`src/include/spi_port_defs.vh`:
```
`ifndef SPI_PORT_DEFS_VH
`define SPI_PORT_DEFS_VH

// ****************************************
// register offsets
// ****************************************
`define ADDR_CONTROL   8'h28
`define ADDR_STATUS    8'h29
`define ADDR_DATA      8'h2A
`define ADDR_OPTION2   8'h38
`define ADDR_DIRECTION 8'h09

// ****************************************
// control register fields
// ****************************************
`define CTL_IRQ_EN     7
`define CTL_PORT_ON    6
`define CTL_OPEN_DRAIN 5
`define CTL_MASTER     4
`define CTL_IDLE_LVL   3
`define CTL_PHASE      2
`define CTL_RATE_HI    1
`define CTL_RATE_LO    0
`define CTL_RESET      8'h04

// ****************************************
// status register fields
// ****************************************
`define STS_DONE       7
`define STS_CLASH      6
`define STS_FAULT      4
`define STS_RESET      8'h00

// ****************************************
// option register two fields
// ****************************************
`define OPT_ORDER      3
`define OPT_PRESCALE   2
`define OPT_RW_MASK    8'hFC
`define OPT_RESET      8'h00

// ****************************************
// direction register bits for the four pins
// ****************************************
`define DIR_MISO       2
`define DIR_MOSI       3
`define DIR_SCK        4
`define DIR_SEL        5
`define DIR_RESET      8'h00

// ****************************************
// divider ratios, full serial clock periods
// ****************************************
`define DIV_R0         8'd2
`define DIV_R1         8'd4
`define DIV_R2         8'd16
`define DIV_R3         8'd32
`define DIV_R4         8'd8
`define DIV_R5         8'd16
`define DIV_R6         8'd64
`define DIV_R7         8'd128

`endif

```
`src/hdl/spi_port.v`:
```
// Added by the designer: the address-and-strobe port.
`timescale 1ns/1ps
`include "spi_port_defs.vh"

// Function
// - master flags fault when its select input is driven low by another party.
// - fault clears master bit and four direction bits, then requests interrupt.
// - data write during transfer sets clash flag; byte discarded, transfer continues.
// - clash detection works in both master and slave roles.
// - master transfer busy from data write until done flag sets.
// - slave phase zero busy select low to high; done mid eighth cycle.
// - slave phase one busy from first active clock edge until done sets.
// - interrupt when done or fault flag set, enable one, cpu mask clear.
// - enabled port owns four pins; inputs forced, outputs need direction bit.
// - master select pin direction zero detects fault, one makes general output.
// - open drain bit makes the four pin buffers open drain.
// - idle master clock rests at the polarity bit level.
// - rate select divides clock by 2,4,16,32,8,16,64,128.
// - top rate bit lives in option register two, resets to zero.
// - done flag clears after status read seeing it, then data access.
// - data writes blocked until status read while done flag set.
// - clash flag clears after status read seeing it, then data access.
// - fault flag clears after status read seeing it, then control write.
// - status bits 5 and 3..0 read zero; status resets to zero.
// - only master data write starts transfer; done set in both roles.
// - data reads return receive buffer; uncleared done blocks the next master byte, a slave byte still overwrites it.
// - bit order option shifts lsb first; register keeps msb at bit 7.
// - extra rate bit adds divide by four ahead of the divider.
module spi_port (
  // clock and reset
  input  wire       sys_clk,
  input  wire       nrst,
  // register port
  input  wire [7:0] addr,
  input  wire [7:0] wdata,
  input  wire       wr,
  input  wire       rd,
  output reg  [7:0] rdata,
  // cpu interrupt mask and request
  input  wire       cpu_irq_mask,
  output wire       irq,
  // serial pins, two way, enable low drives
  input  wire       miso_in,
  output wire       miso_out,
  output wire       miso_oe_n,
  input  wire       mosi_in,
  output wire       mosi_out,
  output wire       mosi_oe_n,
  input  wire       sck_in,
  output wire       sck_out,
  output wire       sck_oe_n,
  input  wire       sel_in,
  output wire       sel_out,
  output wire       sel_oe_n,
  // general purpose drive for the select pin
  input  wire       sel_gp_level,
  // pins handed to general port when off
  output wire       pins_owned
);

  // ****************************************
  // registers
  // ****************************************
  reg  [7:0] shift_control_reg;
  reg  [7:0] option_reg_two;
  reg  [7:0] port_direction_reg;
  reg        xfer_done_flag;
  reg        write_clash_flag;
  reg        multi_master_fault;
  reg  [7:0] rx_buf;
  reg  [7:0] shifter;
  reg        done_seen;
  reg        clash_seen;
  reg        fault_seen;
  reg        busy;
  reg  [2:0] bit_cnt;
  reg  [7:0] div_cnt;
  reg        sck_level;
  reg        half;
  reg        in_bit;
  reg        sel_s1;
  reg        sel_s2;
  reg        sck_s1;
  reg        sck_s2;
  reg        sck_prev;
  reg        sel_prev;
  reg  [7:0] next_ratio;

  wire serial_port_on    = shift_control_reg[`CTL_PORT_ON];
  wire master_select     = shift_control_reg[`CTL_MASTER];
  wire clock_idle_level  = shift_control_reg[`CTL_IDLE_LVL];
  wire clock_edge_phase  = shift_control_reg[`CTL_PHASE];
  wire open_drain_select = shift_control_reg[`CTL_OPEN_DRAIN];
  wire bit_order_select  = option_reg_two[`OPT_ORDER];
  wire select_pin_direction = port_direction_reg[`DIR_SEL];
  wire [2:0] rate_sel = {option_reg_two[`OPT_PRESCALE],
                         shift_control_reg[`CTL_RATE_HI], shift_control_reg[`CTL_RATE_LO]};

  wire is_master  = serial_port_on & master_select;
  wire is_slave   = serial_port_on & ~master_select;
  wire wr_ctl     = wr & (addr == `ADDR_CONTROL);
  wire wr_data    = wr & (addr == `ADDR_DATA);
  wire rd_data    = rd & (addr == `ADDR_DATA);
  wire rd_status  = rd & (addr == `ADDR_STATUS);
  wire acc_data   = wr_data | rd_data;
  wire tx_bit     = bit_order_select ? shifter[0] : shifter[7];

  // ****************************************
  // rate divider
  // ****************************************
  // one table covers prescale, 100 is the 2 ratio behind the divide by four
  always @*
  begin
    case (rate_sel)
      3'b000:  next_ratio = `DIV_R0;
      3'b001:  next_ratio = `DIV_R1;
      3'b010:  next_ratio = `DIV_R2;
      3'b011:  next_ratio = `DIV_R3;
      3'b100:  next_ratio = `DIV_R4;
      3'b101:  next_ratio = `DIV_R5;
      3'b110:  next_ratio = `DIV_R6;
      3'b111:  next_ratio = `DIV_R7;
      default: next_ratio = `DIV_R0;
    endcase
  end

  // one-cycle tick per serial clock half period
  wire [7:0] half_ratio = {1'b0, next_ratio[7:1]};
  wire       half_tick  = busy & is_master & (div_cnt == half_ratio - 8'd1);

  // ****************************************
  // input synchronisers
  // ****************************************
  // only sel_s2/sck_s2 and their delayed copies sel_prev/sck_prev feed logic, the first stage stays private
  always @(posedge sys_clk or negedge nrst)
  begin
    if (!nrst)
    begin
      sel_s1   <= 1'b1;
      sel_s2   <= 1'b1;
      sck_s1   <= 1'b0;
      sck_s2   <= 1'b0;
      sck_prev <= 1'b0;
      sel_prev <= 1'b1;
    end
    else
    begin
      sel_s1   <= sel_in;
      sel_s2   <= sel_s1;
      sck_s1   <= sck_in;
      sck_s2   <= sck_s1;
      sck_prev <= sck_s2;
      sel_prev <= sel_s2;
    end
  end

  // slave edges, active edge leaves the idle level
  wire sck_lead  = (sck_s2 != sck_prev) & (sck_prev == clock_idle_level);
  wire sck_trail = (sck_s2 != sck_prev) & (sck_prev != clock_idle_level);
  wire sel_low   = ~sel_s2;
  wire sel_fall  = sel_prev & ~sel_s2;
  wire sel_rise  = ~sel_prev & sel_s2;
  // sample on leading edge in phase zero, trailing in phase one
  wire s_sample  = is_slave & sel_low & (clock_edge_phase ? sck_trail : sck_lead);
  wire s_shift   = is_slave & sel_low & (clock_edge_phase ? sck_lead : sck_trail);
  wire fault_hit = is_master & ~select_pin_direction & sel_low;
  wire set_done;

  // ****************************************
  // transfer engine
  // ****************************************
  // master toggles sck each half tick; slave follows synced pins
  always @(posedge sys_clk or negedge nrst)
  begin
    if (!nrst)
    begin
      busy      <= 1'b0;
      bit_cnt   <= 3'd0;
      div_cnt   <= 8'h00;
      sck_level <= 1'b0;
      half      <= 1'b0;
      in_bit    <= 1'b0;
      shifter   <= 8'h00;
      rx_buf    <= 8'h00;
    end
    else if (!serial_port_on)
    begin
      busy      <= 1'b0;
      bit_cnt   <= 3'd0;
      div_cnt   <= 8'h00;
      half      <= 1'b0;
      sck_level <= clock_idle_level;
    end
    else if (wr_data & ~busy & ~(xfer_done_flag & ~done_seen))
    begin
      shifter <= wdata;
      if (is_master)
      begin
        busy      <= 1'b1;
        bit_cnt   <= 3'd0;
        div_cnt   <= 8'h00;
        half      <= 1'b0;
      end
    end
    else if (is_master)
    begin
      if (!busy)
        sck_level <= clock_idle_level;
      else if (half_tick)
      begin
        div_cnt <= 8'h00;
        half    <= ~half;
        // every half tick moves the clock; master data keeps phase zero timing
        sck_level <= ~sck_level;
        if (!half)
          in_bit <= miso_in;
        else
        begin
          shifter <= bit_order_select ? {in_bit, shifter[7:1]} : {shifter[6:0], in_bit};
          bit_cnt <= bit_cnt + 3'd1;
          if (bit_cnt == 3'd7)
          begin
            busy   <= 1'b0;
            rx_buf <= bit_order_select ? {in_bit, shifter[7:1]} : {shifter[6:0], in_bit};
          end
        end
      end
      else
        div_cnt <= div_cnt + 8'd1;
    end
    else
    begin
      // slave busy window per phase
      if (!clock_edge_phase & sel_fall)
        busy <= 1'b1;
      else if (!clock_edge_phase & sel_rise)
        busy <= 1'b0;
      else if (clock_edge_phase & sck_lead & sel_low & ~busy)
        busy <= 1'b1;
      else if (clock_edge_phase & set_done)
        busy <= 1'b0;
      if (sel_rise)
        bit_cnt <= 3'd0;
      // eighth sample ends the byte, mid eighth cycle in phase zero
      if (s_sample)
      begin
        in_bit  <= mosi_in;
        bit_cnt <= bit_cnt + 3'd1;
        if (bit_cnt == 3'd7)
          rx_buf <= bit_order_select ? {mosi_in, shifter[7:1]} : {shifter[6:0], mosi_in};
      end
      // phase one keeps the first bit out through its opening edge, busy still low
      if (s_shift & busy)
        shifter <= bit_order_select ? {in_bit, shifter[7:1]} : {shifter[6:0], in_bit};
    end
  end

  // byte done pulse: master last half tick, slave eighth sample
  assign set_done = (is_master & busy & half_tick & half & (bit_cnt == 3'd7))
                  | (s_sample & (bit_cnt == 3'd7));

  // ****************************************
  // control, option and direction registers
  // ****************************************
  always @(posedge sys_clk or negedge nrst)
  begin
    if (!nrst)
    begin
      shift_control_reg  <= `CTL_RESET;
      option_reg_two     <= `OPT_RESET;
      port_direction_reg <= `DIR_RESET;
    end
    else
    begin
      if (wr_ctl)
        shift_control_reg <= wdata;
      if (wr & (addr == `ADDR_OPTION2))
        option_reg_two <= wdata & `OPT_RW_MASK;
      if (wr & (addr == `ADDR_DIRECTION))
        port_direction_reg <= wdata;
      // fault wins over the same-cycle software write, drivers must drop
      if (fault_hit)
      begin
        shift_control_reg[`CTL_MASTER] <= 1'b0;
        port_direction_reg[5:2]        <= 4'h0;
      end
    end
  end

  // ****************************************
  // status flags and clear sequences
  // ****************************************
  // set beats clear when both land in one cycle
  always @(posedge sys_clk or negedge nrst)
  begin
    if (!nrst)
    begin
      xfer_done_flag     <= 1'b0;
      write_clash_flag   <= 1'b0;
      multi_master_fault <= 1'b0;
      done_seen          <= 1'b0;
      clash_seen         <= 1'b0;
      fault_seen         <= 1'b0;
    end
    else
    begin
      if (rd_status)
      begin
        done_seen  <= xfer_done_flag;
        clash_seen <= write_clash_flag;
        fault_seen <= multi_master_fault;
      end
      if (set_done)
        xfer_done_flag <= 1'b1;
      else if (acc_data & done_seen)
      begin
        xfer_done_flag <= 1'b0;
        done_seen      <= 1'b0;
      end
      if (wr_data & busy)
        write_clash_flag <= 1'b1;
      else if (acc_data & clash_seen)
      begin
        write_clash_flag <= 1'b0;
        clash_seen       <= 1'b0;
      end
      if (fault_hit)
        multi_master_fault <= 1'b1;
      else if (wr_ctl & fault_seen)
      begin
        multi_master_fault <= 1'b0;
        fault_seen         <= 1'b0;
      end
    end
  end

  // ****************************************
  // register read port
  // ****************************************
  // unmapped addresses answer zero
  always @(posedge sys_clk or negedge nrst)
  begin
    if (!nrst)
      rdata <= 8'h00;
    else if (rd)
    begin
      case (addr)
        `ADDR_CONTROL:   rdata <= shift_control_reg;
        `ADDR_STATUS:    rdata <= {xfer_done_flag, write_clash_flag, 1'b0,
                                   multi_master_fault, 4'h0};
        `ADDR_DATA:      rdata <= rx_buf;
        `ADDR_OPTION2:   rdata <= option_reg_two;
        `ADDR_DIRECTION: rdata <= port_direction_reg;
        default:         rdata <= 8'h00;
      endcase
    end
    else
      rdata <= 8'h00;
  end

  // level request, dropped by the flag sequences, by cpu_irq_mask or by clearing the enable bit
  assign irq = shift_control_reg[`CTL_IRQ_EN] & ~cpu_irq_mask
             & (xfer_done_flag | multi_master_fault);

  // ****************************************
  // pin ownership and drivers
  // ****************************************
  // open drain mode only ever drives a low, never a high
  wire miso_drv = is_slave & sel_low & port_direction_reg[`DIR_MISO];
  wire mosi_drv = is_master & port_direction_reg[`DIR_MOSI];
  wire sck_drv  = is_master & port_direction_reg[`DIR_SCK];
  wire sel_drv  = is_master & select_pin_direction;
  assign pins_owned = serial_port_on;
  assign miso_out  = tx_bit;
  assign mosi_out  = tx_bit;
  assign sck_out   = sck_level;
  assign sel_out   = sel_gp_level;
  assign miso_oe_n = ~(miso_drv & ~(open_drain_select & tx_bit));
  assign mosi_oe_n = ~(mosi_drv & ~(open_drain_select & tx_bit));
  assign sck_oe_n  = ~(sck_drv & ~(open_drain_select & sck_level));
  assign sel_oe_n  = ~(sel_drv & ~(open_drain_select & sel_gp_level));

endmodule

```
`config.mk`:
```
export PLATFORM = sky130hd
export DESIGN_NAME = spi_port
export DESIGN_NICKNAME = d
export VERILOG_FILES = /design/src/hdl/spi_port.v
export VERILOG_INCLUDE_DIRS = /design/src /design/src/include
export SDC_FILE = /design/constraint.sdc
export NUM_CORES = 1
export LEC_CHECK = 0
export ABC_CLOCK_PERIOD_IN_PS = 6850
export BUFFER_PORTS_ARGS = -buffer_cell sky130_fd_sc_hd__buf_2
export CAP_MARGIN = 20
export CORE_UTILIZATION = 59
export DETAILED_ROUTE_END_ITERATION = 8
export PLACE_DENSITY = 0.83
export SYNTH_ARGS = -nofsm -noshare
export SYNTH_HDL_FRONTEND = slang
export SYNTH_SLANG_ARGS = --single-unit
export TNS_END_PERCENT = 30
```
`constraint.sdc`:
```
create_clock -name sys_clk -period 6.85 [get_ports sys_clk]
set_clock_uncertainty 0.1 [all_clocks]
set_input_delay 1.0275 -clock sys_clk [delete_from_list [all_inputs] [get_ports sys_clk]]
set_output_delay 1.0275 -clock sys_clk [all_outputs]
set_load 0.1 [all_outputs]
```
==> run_results.csv <==
group,metric,value,unit
synthesis,synth-async-reset-ratio,1.00,
setup_path,crit_buf_inv,0,
power,ir_drop,0.135,mV
synthesis,yosysTopAreaCell,"dfrtp_1",
synthesis,synth_ff_type,"dfrtp_1",
sta,hold_viol,0,
sta,setup-tns-final,0,ps
setup_path,path_cells,"or3_1, ha_1, xnor2_1, nor4_4, o211ai_4, a2111oi_4, o21a_1, mux2_4",
synthesis,synth_area,4110,um^2
global_routing,grt_pass1_wl,16200,um
drt,vias,3355,
floorplanning,start_util,0.608,
placed_design,dp.cells,489,
synthesis,syn_nets,413,
sta,final-setup-viol-count,0,
synthesis,postSynthCellCount,383,
placed_design,portBuffers,43,
run_status,status,"finished, final reports clean",
final_layout,finalNonFillerCells,505,
placed_design,hpwlAfterDp,7060,um
floorplanning,die_area,7300,um^2
cts,cts_root_buf,"clkbuf_8",
sta,rsz0062_at_grt,"false",
synthesis,avgSynthCellArea,10.7,um^2
drt,antenna_left,0,
global_routing,grt_max_degree,74,
placed_design,place_area,4340,um^2
synthesis,yosysUniqueCellTypes,69,
floorplanning,die_x,85.5,um
cts,htreeDepth,3,
drt,wl_per_cell,20.2,um
cts,clkTransAtPathRegs,80,ps
global_routing,first_global_vias,3162,
job,drv_cap,0,
floorplanning,core_area,6760,um^2
power,p_leak,2.12,nW
final_layout,area_growth,12.1,%
global_routing,gr-total-overflow,0,
drt,vias_per_cell,6.64,
setup_path,crit_path_end_kind,"register",
global_routing,grtUsageTotal,0.294,
synthesis,synth_top_area_frac,0.420,
cts,cts_tree,"built",
floorplanning,die_h,85.5,um
sta,period_share,0.514,
sta,layout_min_cycle_time,3520,ps
setup_path,slowest_stage,"o21a_1",
sta,max_freq,284,MHz
synthesis,synthTopCellsByArea,"dfrtp_1 42%, mux2_2 7.7%, nand2_1 3.9%",
sta,worstMarginPinSlew,896,ps
sta,max_slew_margin,0.403,
final_layout,final_net_count,450,
cts,cts_repair_resize_count,0,
power,pwr_density_cell,216,nW/um^2
cts,clockBufferDepth,2,
final_layout,final_area,4610,um^2
floorplanning,io_pins,44,
final_layout,fillers,518,
setup_path,startpoint_type,"register",
synthesis,yosys_warnings,0,
drt,wirelength,10200,um
setup_path,cp_data_required_time,6990,ps
cts,post_cts_buffers,0,
placed_design,gp_congestion,0.929,
setup_path,arrival,3660,ps
drt,drt_pass1_iterations,7,
cts,numClockSinks,73,
setup_path,cp_max_fo,13,
setup_path,slowest_delay,570,ps
global_routing,antenna_found_initial,0,
final_layout,insertedDiodeCount,0,
final_layout,drive_above_1_share,0.280,
cts,cts_hold_repair.buffers,0,
synthesis,yosysSeqAreaShare,0.446,
cts,cts_buffers,9,
synthesis,synth-seq-cells,73,
drt,drcViolationCount,0,
drt,drtIter0Drc,377,
cts,clock_latency,360,ps
setup_path,critPathKind,"reg -> reg",
floorplanning,rows,30,
min_path,min_path_type,"reg -> reg",
sta,final_max_slew_viol_count,0,
sta,whs,252,ps
synthesis,synth_edf_count,0,
setup_path,cp_top_family,"compound AO/OA/AOI/OAI gates",
-- final cells by class --
class | count | area [um^2] | area share
inverter | 9 | 33.8 | 0.00733
clock buffer | 10 | 128 | 0.0277
multi-input combinational | 281 | 2140 | 0.464
clock inverter | 6 | 138 | 0.0299
tap | 80 | 100 | 0.0217
sequential | 73 | 1830 | 0.398
timing repair buffer | 46 | 240 | 0.0521
-- synthesized netlist by cell type, types with 3 or more instances --
cell type,instances
o21ai_0,12
nand4_1,5
a22o_1,7
o21a_1,5
inv_1,8
nor2_1,18
a222oi_1,5
a21oi_1,14
and3_1,16
mux2_2,28
nor3_1,6
and2_1,3
o31ai_1,5
dfstp_2,4
buf_6,3
dfrtp_1,69
a221o_1,8
nand2_1,43
buf_2,4
mux2_4,8
xor2_1,4
nand2b_1,4
mux2i_1,5
a22oi_1,6
buf_4,3
o22ai_1,4
clkbuf_1,10
nand3_1,11
nor2b_1,6
a31oi_1,7
ha_1,4
-- path summary, 6_finish.rpt --
path                                                from  cells past startpoint  slack (ps)                     to
max                        option_reg_two[2]$_DFFE_PN0P_                      8        3330  rx_buf[7]$_DFFE_PN0P_
min                                     sck_s1$_DFF_PN0_                      0         250       sck_s2$_DFF_PN0_
max reg2reg                option_reg_two[2]$_DFFE_PN0P_                      8        3330  rx_buf[7]$_DFFE_PN0P_
min reg2reg                             sck_s1$_DFF_PN0_                      0         250       sck_s2$_DFF_PN0_
max in group asynchronous                           nrst                      1        5380       sck_s1$_DFF_PN0_
min in group asynchronous                           nrst                      1         680     rdata[1]$_DFF_PN0_
-- cells by family (layout without fill, tap and decap cells) --
family,count (synthesis),count (layout),synth area share
and+or+nand+nor,131,131,0.178
AOI/OAI and AO/OA,97,97,0.189
DFF,73,73,0.446
muxes,41,41,0.118
buffers and inverters,29,71,0.0359
xor gates and xnor gates,8,8,0.0207
adders and majority gates,4,4,0.0122
-- layout by cell type, fill, tap and decap left out, drive strengths merged, types with 4 or more instances in the layout --
cell type / count
dfrtp: 69
dfstp: 4
a21oi: 14
ha: 4
nor3: 9
nor2b: 6
nand2b: 4
mux2: 36
nand3: 11
o31ai: 6
a22o: 7
nor2: 18
xor2: 4
a31oi: 7
o22ai: 4
mux2i: 5
o21ai: 13
nand2: 43
inv: 11
nand4: 5
buf: 46
nor3b: 4
clkbuf: 10
xnor2: 4
a222oi: 5
a22oi: 6
bufinv: 4
o21a: 6
and3: 16
a221o: 8
-- worst register-to-register path, delay by kind of cell, from the launching register on --
family	cells	cell delay [ps]
multiplexers	1	350
adder cells (fa/ha/maj)	1	330
XOR/XNOR	1	160
flip-flops	1	560
AO/OA/AOI/OAI	3	1220
AND/OR/NAND/NOR	2	700
-- routing by layer --
metal | global-route usage | share of wire | wire [um]
met3 | 0.0652 | 0.076 | 778
met4 | 0.115 | 0.021 | 210
met1 | 0.403 | 0.43 | 4370
met5 | 0 | 0 | 0
met2 | 0.456 | 0.47 | 4840
-- power breakdown --
| part | switching [mW] | internal, mW | leakage [nW] |
|---|---|---|---|
| Clock | 0.172 | 0.282 | 0.131 |
| Sequential | 0.0158 | 0.441 | 0.984 |
| Combinational | 0.0551 | 0.0317 | 1.00 |
-- per-stage QoR --
step | setup WS, ps | utilization | power, mW
2_1_floorplan | 2480 | - | 0.520
3_3_place_gp | 3300 | 0.643 | 0.548
3_5_place_dp | 3180 | 0.643 | 0.551
4_1_cts | 3350 | 0.682 | 0.999
5_1_grt | 3190 | 0.682 | 1.02
6_report | 3330 | 0.682 | 0.997
(Power assumes the default switching activity.)
